`src/common/tssr_consts.svh`:
```
`ifndef TSSR_CONSTS_SVH
`define TSSR_CONSTS_SVH
// Overview of operation
// - Seven-bit slider field, position or volume mode
// - Position interpolated from three sensors, sixteen steps
// - Reported positions lie between 2 and 98
// - Slide reports where it ended
// - Deep sleep clears slider in position mode
// - Read clears position; next interrupt reloads it
// - Repeat updates slider regardless of reads
// - Volume kept within 0 to 100
// - Slide interrupts add or subtract step
// - Tap changes volume by one
// - Press-and-hold changes volume one per repeat
// - Host may write the volume value
// - Fixed identification byte at two addresses
// - Four-bit step field, reset value one
// - Noise flags from analog or RF detector
// - Noisy sensor delta forced to zero
// - Noise flags follow detector, never latch
// - Noisy samples discarded unless discard disabled
// - Lid flag needs enable and count over threshold or touch
// - Touched sensor also shows lid flag
// - Lid flags follow queued result, no latch
// - GPIO change flags, inputs only, clear on read

`define TSSR_ADDR_SLIDER     8'h06
`define TSSR_ADDR_MAKER      8'h08
`define TSSR_ADDR_STEP       8'h09
`define TSSR_ADDR_NOISE_LO   8'h0a
`define TSSR_ADDR_NOISE_HI   8'h0b
`define TSSR_ADDR_LID_LO     8'h0c
`define TSSR_ADDR_LID_HI     8'h0d
`define TSSR_ADDR_GPIO       8'h0e
`define TSSR_ADDR_MAKER_ALT  8'hfe
`define TSSR_SLIDER_RST      7'h00
`define TSSR_STEP_RST        4'h1
`define TSSR_VOL_MAX         7'h64
`define TSSR_POS_MIN         7'h02
`define TSSR_POS_MAX         7'h62
`define TSSR_POS_PER_SENSOR  7'h10
`define TSSR_RF_BIT          7
`endif

```
`src/common/tssr_pkg.sv`:
```
package tssr_pkg;
   typedef enum logic [1:0] {
      TSSR_EV_NONE,
      TSSR_EV_SLIDE,
      TSSR_EV_TAP,
      TSSR_EV_HOLD
   } tssr_event_e;
   typedef logic [6:0] tssr_slider_t;
endpackage

```
`src/verilog/tssr_regs.sv`:
```
`include "tssr_consts.svh"

module tssr_regs
   import tssr_pkg::*;
#(
   parameter int          NUM_SENSORS = 14,
   parameter int          NUM_GPIO    = 8,
   parameter logic [7:0]  MAKER_CODE  = 8'ha7  // Arbitrary identification value
) (
   input  wire logic                   clk_sys_i,
   input  wire logic                   reset_i,
   // Register access port
   input  wire logic [7:0]             reg_addr_i,
   input  wire logic                   reg_rd_i,
   input  wire logic                   reg_wr_i,
   input  wire logic [7:0]             reg_wdata_i,
   output logic      [7:0]             reg_rdata_o,
   // Configuration and power state
   input  wire logic                   slider_mode_select_i,
   input  wire logic                   deep_sleep_entry_i,
   input  wire logic                   analog_noise_discard_off_i,
   input  wire logic                   rf_noise_discard_off_i,
   input  wire logic                   lid_detect_en_i,
   // Slider activity, one-cycle event with direction
   input  wire logic                   alert_pulse_i,
   input  wire logic [1:0]             slider_event_i,
   input  wire logic                   slider_up_i,
   input  wire logic                   slider_down_i,
   input  wire logic [7:0]             slider_sense_i [3],
   input  wire logic [3:0]             slider_peak_idx_i,
   // Analog front end, per sensor, plus one RF noise flag
   input  wire logic [NUM_SENSORS-1:0] ana_noise_i,
   input  wire logic                   rf_noise_i,
   input  wire logic [7:0]             raw_delta_i [NUM_SENSORS],
   input  wire logic [NUM_SENSORS-1:0] lid_over_queued_i,
   input  wire logic [NUM_SENSORS-1:0] touch_queued_i,
   // GPIO pins
   input  wire logic [NUM_GPIO-1:0]    gpio_pin_i,
   input  wire logic [NUM_GPIO-1:0]    gpio_is_input_i,
   // Outputs
   output logic      [7:0]             delta_count_o [NUM_SENSORS],
   output logic      [NUM_SENSORS-1:0] sample_discard_o,
   output logic      [6:0]             slider_value_o
);

   ////////////////////////////////////////////////////////////////////////////
   tssr_slider_t                slider_r;
   tssr_slider_t                slider_nxt;
   logic         [3:0]          step_r;
   logic         [NUM_SENSORS-1:0] noise_r;
   logic                        rf_flag_r;
   logic         [NUM_SENSORS-1:0] lid_r;
   logic         [NUM_GPIO-1:0] gpio_meta_r;
   logic         [NUM_GPIO-1:0] gpio_sync_r;
   logic         [NUM_GPIO-1:0] gpio_last_r;
   logic         [NUM_GPIO-1:0] gpio_flag_r;
   logic                        rf_meta_r;
   logic                        rf_sync_r;
   logic         [NUM_SENSORS-1:0] ana_meta_r;
   logic         [NUM_SENSORS-1:0] ana_sync_r;
   tssr_event_e                 ev;
   logic                        rd_slider;
   logic                        rd_gpio;
   logic         [7:0]          pos_calc;
   logic         [7:0]          vol_calc;
   logic         [8:0]          wsum;
   logic         [8:0]          wtot;
   logic         [7:0]          delta;

   assign ev        = tssr_event_e'(slider_event_i);
   assign rd_slider = reg_rd_i && (reg_addr_i == `TSSR_ADDR_SLIDER);
   assign rd_gpio   = reg_rd_i && (reg_addr_i == `TSSR_ADDR_GPIO);

   ////////////////////////////////////////////////////////////////////////////
   // Analog flags arrive from another domain
   always_ff @(posedge clk_sys_i) begin
      if (reset_i) begin
         ana_meta_r <= '0;
         ana_sync_r <= '0;
         rf_meta_r  <= 1'b0;
         rf_sync_r  <= 1'b0;
      end else begin
         ana_meta_r <= ana_noise_i;
         ana_sync_r <= ana_meta_r;
         rf_meta_r  <= rf_noise_i;
         rf_sync_r  <= rf_meta_r;
      end
   end

   // Flags follow the detector each cycle, no latching
   always_ff @(posedge clk_sys_i) begin
      if (reset_i) begin
         noise_r   <= '0;
         rf_flag_r <= 1'b0;
      end else begin
         noise_r   <= ana_sync_r | {{(NUM_SENSORS-1){1'b0}}, rf_sync_r};
         rf_flag_r <= rf_sync_r;
      end
   end

   // Noisy sample dropped unless its discard is turned off
   always_ff @(posedge clk_sys_i) begin
      if (reset_i) begin
         sample_discard_o <= '0;
      end else begin
         sample_discard_o <= (ana_sync_r & {NUM_SENSORS{~analog_noise_discard_off_i}})
            | ({{(NUM_SENSORS-1){1'b0}}, rf_sync_r}
               & {NUM_SENSORS{~rf_noise_discard_off_i}});
      end
   end

   always_ff @(posedge clk_sys_i) begin
      if (reset_i) begin
         delta_count_o <= '{default: 8'h00};
      end else begin
         for (int i = 0; i < NUM_SENSORS; i++) begin
            delta_count_o[i] <= noise_r[i] ? 8'h00 : raw_delta_i[i];
         end
      end
   end

   ////////////////////////////////////////////////////////////////////////////
   // Lid inputs are already queue-filtered upstream
   always_ff @(posedge clk_sys_i) begin
      if (reset_i) begin
         lid_r <= '0;
      end else if (!lid_detect_en_i) begin
         lid_r <= '0;
      end else begin
         lid_r <= lid_over_queued_i | touch_queued_i;
      end
   end

   ////////////////////////////////////////////////////////////////////////////
   always_ff @(posedge clk_sys_i) begin
      if (reset_i) begin
         gpio_meta_r <= '0;
         gpio_sync_r <= '0;
         gpio_last_r <= '0;
      end else begin
         gpio_meta_r <= gpio_pin_i;
         gpio_sync_r <= gpio_meta_r;
         gpio_last_r <= gpio_sync_r;
      end
   end

   // New change wins over a same-cycle read clear
   always_ff @(posedge clk_sys_i) begin
      if (reset_i) begin
         gpio_flag_r <= '0;
      end else begin
         gpio_flag_r <= ((rd_gpio ? '0 : gpio_flag_r)
            | (gpio_sync_r ^ gpio_last_r)) & gpio_is_input_i;
      end
   end

   ////////////////////////////////////////////////////////////////////////////
   // Weighted centroid over peak sensor and its neighbours
   always_comb begin
      wsum = 9'(slider_sense_i[2]) - 9'(slider_sense_i[0]);
      wtot = 9'(slider_sense_i[0]) + 9'(slider_sense_i[1]) + 9'(slider_sense_i[2]);
      delta = 8'h00;
      if (wtot != 9'h000) begin
         delta = 8'((13'(wsum[7:0]) * 13'h010) / 13'(wtot));
      end
      pos_calc = 8'(`TSSR_POS_MIN) + 8'(slider_peak_idx_i) * 8'(`TSSR_POS_PER_SENSOR);
      if (slider_sense_i[2] >= slider_sense_i[0]) begin
         pos_calc = pos_calc + delta;
      end else begin
         pos_calc = pos_calc - 8'((13'(-wsum[7:0]) * 13'h010) / 13'(wtot | 9'h001));
      end
      if (pos_calc[7] || pos_calc < 8'(`TSSR_POS_MIN)) begin
         pos_calc = 8'(`TSSR_POS_MIN);
      end else if (pos_calc > 8'(`TSSR_POS_MAX)) begin
         pos_calc = 8'(`TSSR_POS_MAX);
      end
   end

   // Volume step by event kind, clamped
   always_comb begin
      vol_calc = {1'b0, slider_r};
      if (ev == TSSR_EV_SLIDE) begin
         if (slider_up_i) begin
            vol_calc = 8'(slider_r) + 8'(step_r);
         end else if (slider_down_i) begin
            vol_calc = (slider_r > 7'(step_r)) ? 8'(slider_r - 7'(step_r)) : 8'h00;
         end
      end else if (ev == TSSR_EV_TAP || ev == TSSR_EV_HOLD) begin
         if (slider_up_i) begin
            vol_calc = 8'(slider_r) + 8'h01;
         end else if (slider_down_i && slider_r != 7'h00) begin
            vol_calc = 8'(slider_r) - 8'h01;
         end
      end
      if (vol_calc > 8'(`TSSR_VOL_MAX)) begin
         vol_calc = 8'(`TSSR_VOL_MAX);
      end
   end

   always_comb begin
      slider_nxt = slider_r;
      if (slider_mode_select_i) begin
         if (reg_wr_i && reg_addr_i == `TSSR_ADDR_SLIDER) begin
            slider_nxt = (reg_wdata_i[6:0] > `TSSR_VOL_MAX) ? `TSSR_VOL_MAX
                                                            : reg_wdata_i[6:0];
         end
         if (alert_pulse_i && ev != TSSR_EV_NONE) begin
            slider_nxt = vol_calc[6:0];
         end
      end else begin
         if (rd_slider) begin
            slider_nxt = `TSSR_SLIDER_RST;
         end
         // Every alert with an event, including repeats, loads the latest position unless deep sleep entry clears it
         if (alert_pulse_i && ev != TSSR_EV_NONE) begin
            slider_nxt = pos_calc[6:0];
         end
         if (deep_sleep_entry_i) begin
            slider_nxt = `TSSR_SLIDER_RST;
         end
      end
   end

   always_ff @(posedge clk_sys_i) begin
      if (reset_i) begin
         slider_r <= `TSSR_SLIDER_RST;
      end else begin
         slider_r <= slider_nxt;
      end
   end

   always_ff @(posedge clk_sys_i) begin
      if (reset_i) begin
         step_r <= `TSSR_STEP_RST;
      end else if (reg_wr_i && reg_addr_i == `TSSR_ADDR_STEP) begin
         step_r <= reg_wdata_i[3:0];
      end
   end

   always_ff @(posedge clk_sys_i) begin
      if (reset_i) begin
         slider_value_o <= `TSSR_SLIDER_RST;
      end else begin
         slider_value_o <= slider_nxt;
      end
   end

   ////////////////////////////////////////////////////////////////////////////
   always_ff @(posedge clk_sys_i) begin
      if (reset_i) begin
         reg_rdata_o <= 8'h00;
      end else if (reg_rd_i) begin
         case (reg_addr_i)
            `TSSR_ADDR_SLIDER:    reg_rdata_o <= {1'b0, slider_r};
            `TSSR_ADDR_MAKER,
            `TSSR_ADDR_MAKER_ALT: reg_rdata_o <= MAKER_CODE;
            `TSSR_ADDR_STEP:      reg_rdata_o <= {4'h0, step_r};
            `TSSR_ADDR_NOISE_LO: begin
               reg_rdata_o <= {rf_flag_r, noise_r[6:0]};
            end
            `TSSR_ADDR_NOISE_HI:  reg_rdata_o <= {1'b0, noise_r[13:7]};
            `TSSR_ADDR_LID_LO:    reg_rdata_o <= {1'b0, lid_r[6:0]};
            `TSSR_ADDR_LID_HI:    reg_rdata_o <= {1'b0, lid_r[13:7]};
            `TSSR_ADDR_GPIO:      reg_rdata_o <= gpio_flag_r;
            default:              reg_rdata_o <= 8'h00;
         endcase
      end
   end

endmodule

```
`config.mk`:
```
export PLATFORM = sky130hd
export DESIGN_NAME = tssr_regs
export DESIGN_NICKNAME = d
export VERILOG_FILES = /design/src/common/tssr_pkg.sv /design/src/verilog/tssr_regs.sv
export VERILOG_INCLUDE_DIRS = /design/src /design/src/common
export SDC_FILE = /design/constraint.sdc
export NUM_CORES = 1
export LEC_CHECK = 0
export BUFFER_PORTS_ARGS = -buffer_cell sky130_fd_sc_hd__buf_2
export CELL_PAD_IN_SITES_DETAIL_PLACEMENT = 1
export CELL_PAD_IN_SITES_GLOBAL_PLACEMENT = 1
export CORE_MARGIN = 2
export CORE_UTILIZATION = 42
export CTS_CLUSTER_DIAMETER = 40
export DETAILED_ROUTE_END_ITERATION = 6
export GPL_TIMING_DRIVEN = 0
export PLACE_DENSITY_LB_ADDON = 0.1
export SLEW_MARGIN = 20
export SYNTH_ARGS = -nofsm -noshare
export SYNTH_HDL_FRONTEND = slang
export SYNTH_SLANG_ARGS = --single-unit
```
`constraint.sdc`:
```
create_clock -name clk_sys_i -period 36.4 [get_ports clk_sys_i]
set_input_delay 5.46 -clock clk_sys_i [delete_from_list [all_inputs] [get_ports clk_sys_i]]
set_output_delay 5.46 -clock clk_sys_i [all_outputs]
set_load 0.1 [all_outputs]
```
; Word level (Yosys, flattened, before mapping)
; Index checks and enable logic that the tools add are counted.
[classes]
n_shift = 0
multipliers = 0
eq_ne = 13
bitwise_logic = 11
n_reduce_logical = 29
muxes = 21
order_cmp = 6
div_mod_pow = 2
addsub = 11
[ops]
columns = operator, count
row1 = $mux W8, 10
row2 = $mux W7, 10
row3 = $pmux W8 S8, 1
row4 = $eq A8 B4 Y1 const B, 7
row5 = $reduce_or A2 Y1, 16
row6 = $or A14 B14 Y14, 2
row7 = $gt A8 B7 Y1 const B, 2
row8 = $sub A8 B8 Y8, 2
row9 = $and A1 B14 Y14, 1
row10 = $and A14 B14 Y14, 1
row11 = $or A14 B1 Y14, 1
row12 = $div A12 B9 Y13, 1
row13 = $div A13 B9 Y13, 1
row14 = $add A8 B8 Y9, 1
row15 = $add A9 B8 Y9, 1
row16 = $neg A8 Y9, 1
row17 = $reduce_bool A9 Y1, 1
row18 = $add A2 B8 Y8 const A, 1
row19 = $add A7 B1 Y8 const B, 1
row20 = $add A7 B4 Y8, 1
row21 = $add A8 B8 Y8, 1
row22 = $and A8 B8 Y8, 1
row23 = $eq A8 B3 Y1 const B, 1
row24 = $eq A8 B8 Y1 const B, 1
row25 = other kinds (18), 27
[word_totals]
mem_bits_ro = 0
inputBits = 229
regBits = 236
ram_bits = 0
latchBits = 0
memories = 0

; Logic depth before layout (Yosys ltp)
[depth]
word_depth = 12
ltp_mapped = 152
depth_no_buf = 143

; Least setup slack after synthesis
; Ideal clock, no wire load.
[synth_path]
path_kind = input -> register
start = in slider_sense_i[1] in the netlist's numbering
end = reg slider_value_o[1]
required_ns = 36.309
setup_time_ns = 0.091
slack_ns = 4.187
arrival_ns = 32.122
path_stages = 135
cell_sequence = inv_1 > fa_1 > inv_1 > ha_1 > fa_1 > xnor2_1 > o2111ai_1 > nor2_1 > a21boi_0 > ha_1 > a211oi_1 > or3b_1 > buf_4 > nor2_2 > a22o_1 > ha_1 > and2_1 > o2111ai_1 > [99 not listed] > or4b_1 > buf_2 > mux2_2 > ha_1 > a21o_1 > a21oi_1 > o22ai_1 > nor2_1 > o311ai_1 > o21bai_1 > ha_1 > or3_1 > xor2_1 > nor2_1 > a21oi_1 > nand3_1 > or3_1 > a311oi_1
[synth_via]
elab_chain_cells = 11
word_cells_on_any_way = 19
classes_between = add/sub (5) / div (2) / order compare (3) / mux (7) / reduce/logical (2)
[synth_lines]
columns = item, line_no
row1 = "start, declared", tssr_regs.sv:29  ; input wire logic [7:0] slider_sense_i [3],
row2 = $sub A8 B8 Y8 or $add A9 B8 Y9 (tied branches), "tssr_regs.sv:160, tssr_regs.sv:161"
row3 = "$neg A8 Y9, or another cell as far along", tssr_regs.sv:170  ; pos_calc = pos_calc - 8'((13'(-wsum[7:0]) * 13'h010) / 13'(wtot | 9'h001));
row4 = $div A13 B9 Y13 or $mux W8 (tied branches), "tssr_regs.sv:170, tssr_regs.sv:163"
row5 = $sub A8 B8 Y8 or $add A8 B8 Y8 (tied branches), "tssr_regs.sv:170, tssr_regs.sv:168"
row6 = $mux W8 *, tssr_regs.sv:167  ; if (slider_sense_i[2] >= slider_sense_i[0]) begin
row7 = $gt A8 B7 Y1 or $lt A8 B2 Y1 (tied branches), "tssr_regs.sv:174, tssr_regs.sv:172"
row8 = $mux W7 or $logic_or A1 B1 Y1 (tied branches), "tssr_regs.sv:174, tssr_regs.sv:172"
row9 = $mux W7 *, tssr_regs.sv:172  ; if (pos_calc[7] || pos_calc < 8'(`TSSR_POS_MIN)) begin
row10 = $mux W7 *, tssr_regs.sv:215  ; if (alert_pulse_i && ev != TSSR_EV_NONE) begin
row11 = $mux W7 *, tssr_regs.sv:218  ; if (deep_sleep_entry_i) begin
row12 = $mux W7 *, tssr_regs.sv:202  ; if (slider_mode_select_i) begin
row13 = "end signal, assigned", tssr_regs.sv:242  ; slider_value_o <= `TSSR_SLIDER_RST;
row14 = "end signal, assigned", tssr_regs.sv:244  ; slider_value_o <= slider_nxt;
row15 = "end, declared", tssr_regs.sv:43  ; output logic [6:0] slider_value_o
; Every way passes the cells marked *; elsewhere a longest branch is shown, timed or not.
; A chain may end at the register's enable or synchronous reset.

; Final worst setup path
; Ends and elaborated chain as after synthesis.

==> results <==
- The run finished with clean final reports.
- The endpoint required time on the critical path is 36.83 ns.
- By area, the combinational part of the netlist is dominated by simple AND/OR/NAND/NOR gates.
- The kind of end point of the critical path is a register.
- The clock root buffer master is sky130_fd_sc_hd__clkbuf_16.
- The share of the yosys chip area belonging to registers is 26.6%.
- The critical path starts at slider_sense_i[1].
- The sum of negative setup slack is 0 ns.
- Across every metal layer, demand over resource in global routing totals 25.9%.
- Between clock sinks in the finished design, the worst skew comes to 0.0130 ns.
- Among cell families on the critical path, the largest total delay comes from compound AO/OA/AOI/OAI gates.
- The area of the core is 0.0419 mm2.
- The library cell occupying the most area in the post-synthesis netlist is sky130_fd_sc_hd__dfxtp_1.
- After synthesis the netlist holds a flip-flop and latch count of 236.
- The number of synthesized flops with an enable pin is 0.
- After synthesis, the share of cell area in mux cells is 4.02%.
- Clock tree synthesis inserted a total of 26 buffers.
- The commonest cells after synthesis are sky130_fd_sc_hd__dfxtp_1 (236), sky130_fd_sc_hd__nor2_1 (202), sky130_fd_sc_hd__ha_1 (184), sky130_fd_sc_hd__a21oi_1 (138), sky130_fd_sc_hd__and2_1 (130).
- The peak per-stage delay on the critical path is 0.58 ns.
- For this run, the leading register cell type out of synthesis is sky130_fd_sc_hd__dfxtp_1.
- For this block, the via count after detailed routing is 17,400.
- The worst reg2reg path endpoint is slider_value_o[1].
- After floorplanning, the core was divided into 75 placement rows.
- The routed length per instance is 18.8 um.
- The count of buffers added on input and output ports is 363.
- The summed area of non-filler cells in the final layout is 0.0216 mm2.
- The number of nets in the synthesized netlist is 2,571.
- The mean cell area of the mapped netlist is 8.31 um2.
- The total wire length is 58,500 um.
- The worst setup path is of the in -> reg kind.
- The die footprint is 0.0440 mm2.
- TritonCTS built the clock tree.
- Setup violations remaining at the end of the flow were counted as 0.
- The initial core utilization is 42.5%.
- The final cycle utilization of the critical path is 94.0%.
- The vias per cell is 5.60.
- The floorplan step set the die width to 210 um.
- The clock network latency to the later pin of the worst-skew pair is 0.54 ns.
- At the worst endpoint, the arrival time is 34.64 ns.
- The number of max-cap violations is 0.
- The critical path ends at slider_value_o[1].
- The worst pin sits at a relative slew slack of 33.6%.
- The mapped netlist covers 0.0178 mm2.
- The library cell contributing the largest single delay on the critical path is sky130_fd_sc_hd__or4_1.
- The share of async-settable or async-resettable flops after synthesis is 0%.
- The top-area cell type share of the netlist area is 26.6%.
- The net count of the finished layout is 2,982.
- The class of the tightest hold or removal check is reg -> reg.
- After Yosys synthesis, full adders, half adders and majority gates account for 14.9% of the synthesized area.
- The fmax is 29.2 MHz.
- Prior to clock tree synthesis, the placed netlist has a worst setup slack of -1.10 ns.
- The layout-stage area growth over the synthesis result is 21.3%.
- Yosys attributes the largest share of cell area to sky130_fd_sc_hd__dfxtp_1 (27%), sky130_fd_sc_hd__ha_1 (13%), sky130_fd_sc_hd__and2_1 (4.6%).
- The weighted congestion reported at the end of routability-driven placement is 0.894.
- The final-report hold violation count is 0.
- The first TritonRoute pass finished after 5 iterations.
- The post-route netlist has 21.7% of its cells at a drive strength greater than 1.
- The global-route wire length before repair is 93,100 um.
- Counting along the longest clock path gives a buffer depth of 3.
- The clock period could shrink to 34.21 ns.
- The cell with the most instances after synthesis is sky130_fd_sc_hd__dfxtp_1.
- The instance count of the mapped netlist is 2,141.
- The pin count of the biggest net entering global routing is 28.
- The number of slew-limit violations in the final report was 0.
- Summing the areas of all and, or, nand and nor instances in the mapped netlist gives 23.5% of the synthesized area.
- Counting buffers and inverters, the worst setup path is 141 cells deep.
- Summed over all layers, the global routing overflow is 0.
- The compound-cell area share of the yosys netlist is 21.9%.
- The count of distinct cell types in the synthesized netlist is 107.
- At the pin with the least slew margin, the transition time is 0.991 ns.
- Together, buffers and inverters on the worst path number 16.
- The beginning of the worst register-to-register path is slider_value_o[0].
- Detailed placement ended at an HPWL of 47,800 um.
- Summing the areas of all xor and xnor instances in the mapped netlist gives 5.61% of the synthesized area.
- In this run the register-to-register setup slack is 31.73 ns.
- The least setup slack across all paths after layout is 2.19 ns.
- For this run, design rule violations remaining after detail routing come to 0.
- In this run the remaining antenna-violating nets after routing total 0.
- The largest driver fanout on the critical path is 10.
- The clock drives 236 sinks.
- CTS built an H-tree with a depth of 1.
- The vertical die dimension is 210 um.
- Once placement finished, the instance area stood at 0.0204 mm2.
- The number of antenna violations at the first check in global routing was 7.
- Counting cells, the worst reg-to-reg path comes to 20.
- The number of global-route vias before repair is 18,100.
- Counting stages on the worst path, the most repeated cell is sky130_fd_sc_hd__ha_1.
- The kind of start point of the critical path is a primary input.
- The clock-pin slew of the registers on the worst-case setup and hold paths is 0.06 ns.
- The Yosys step of the flow raised 0 warnings.
- Pin placement for this block handled 370 I/O pins.
- In this run, the number of DRC markers left after iteration 0 of detailed routing was 808.
## stage by stage
step | hold slack (ns) | cells | util (%)
floorplan | 0.414 | 2141 | -
global placement | 0.418 | 3043 | 48.4
detailed placement | 0.427 | 3050 | 48.8
CTS | 0.442 | 3099 | 50.8
global route | 0.460 | 3114 | 51.5
finish | 0.438 | 3115 | 51.5
## per-layer routing
metal	vias up	share of wire [%]	track usage, %
met1	8466	45	33.4
met5	-	0.051	0
met2	383	49	45.4
li1	8488	-	-
met4	4	1.8	6.29
met3	92	4.4	3.70
## logic make-up after synthesis
family / after synthesis
other cells: 1
mux: 66
buf+inv: 157
compound gates: 572
flops: 236
fa+ha+maj: 201
xor+xnor: 113
simple gates: 795
## cells in the final DEF, fill, tap and decap left out, types with 16 or more instances in the layout
cell type and n:
sky130_fd_sc_hd__clkbuf_16 26, sky130_fd_sc_hd__and2_1 130, sky130_fd_sc_hd__mux2_2 36, sky130_fd_sc_hd__nor3_1 56
sky130_fd_sc_hd__buf_2 365, sky130_fd_sc_hd__a21o_1 67, sky130_fd_sc_hd__ha_1 183, sky130_fd_sc_hd__nand3_1 43
sky130_fd_sc_hd__dfxtp_1 236, sky130_fd_sc_hd__a31oi_1 19, sky130_fd_sc_hd__a21oi_1 129, sky130_fd_sc_hd__mux2i_1 27
sky130_fd_sc_hd__xnor2_1 65, sky130_fd_sc_hd__nand2_1 120, sky130_fd_sc_hd__clkbuf_1 49, sky130_fd_sc_hd__buf_4 16
sky130_fd_sc_hd__nor2b_1 107, sky130_fd_sc_hd__inv_1 90, sky130_fd_sc_hd__nand2b_1 27, sky130_fd_sc_hd__fa_1 17
sky130_fd_sc_hd__nand4_1 18, sky130_fd_sc_hd__o21bai_1 18, sky130_fd_sc_hd__nor2_1 200, sky130_fd_sc_hd__o21ai_0 97
sky130_fd_sc_hd__o31ai_1 23, sky130_fd_sc_hd__xor2_1 42, sky130_fd_sc_hd__o21a_1 50
## layout make-up
type | count | area, um2
tap | 539 | 674
timing repair buffer | 384 | 2020
inverter | 99 | 375
multi-input combinational | 1748 | 12700
clock buffer | 33 | 697
clock inverter | 13 | 113
antenna | 6 | 15.0
buffer | 57 | 251
fill | 5151 | 20300
sequential | 236 | 4720
## registers in the layout (all words and copies together), names as in the netlist
name,count
ana_meta_r,14
delta_count_o,112
sample_discard_o,14
slider_value_o,7
ana_sync_r,14
gpio_flag_r,8
noise_r,14
rf_flag_r,1
gpio_last_r,8
gpio_sync_r,8
gpio_meta_r,8
step_r,4
reg_rdata_o,8
rf_sync_r,1
rf_meta_r,1
lid_r,14
## worst min path at each step
| stage | from | end | slack (ns) | depth (start not counted) |
|---|---|---|---|---|
| floorplan | ana_meta_r[0] | ana_sync_r[0] | 0.41 | 1 |
| global placement | ana_meta_r[1] | ana_sync_r[1] | 0.42 | 1 |
| detailed placement | gpio_meta_r[5] | gpio_sync_r[5] | 0.43 | 1 |
| CTS | gpio_meta_r[5] | gpio_sync_r[5] | 0.44 | 1 |
| global route | gpio_meta_r[5] | gpio_sync_r[5] | 0.46 | 1 |
| finish | gpio_meta_r[5] | gpio_sync_r[5] | 0.44 | 1 |
## what timing repair did
item,4_1_cts,5_1_grt
resized for setup,3,48
pin swaps,1,4
buffers inserted,3,11
setup endpoints to repair,6,7
hold buffers,0,0
Power is left out: the tool's default activity adds up to more than one toggle a clock period on the data nets, which glitch-free logic cannot reach.
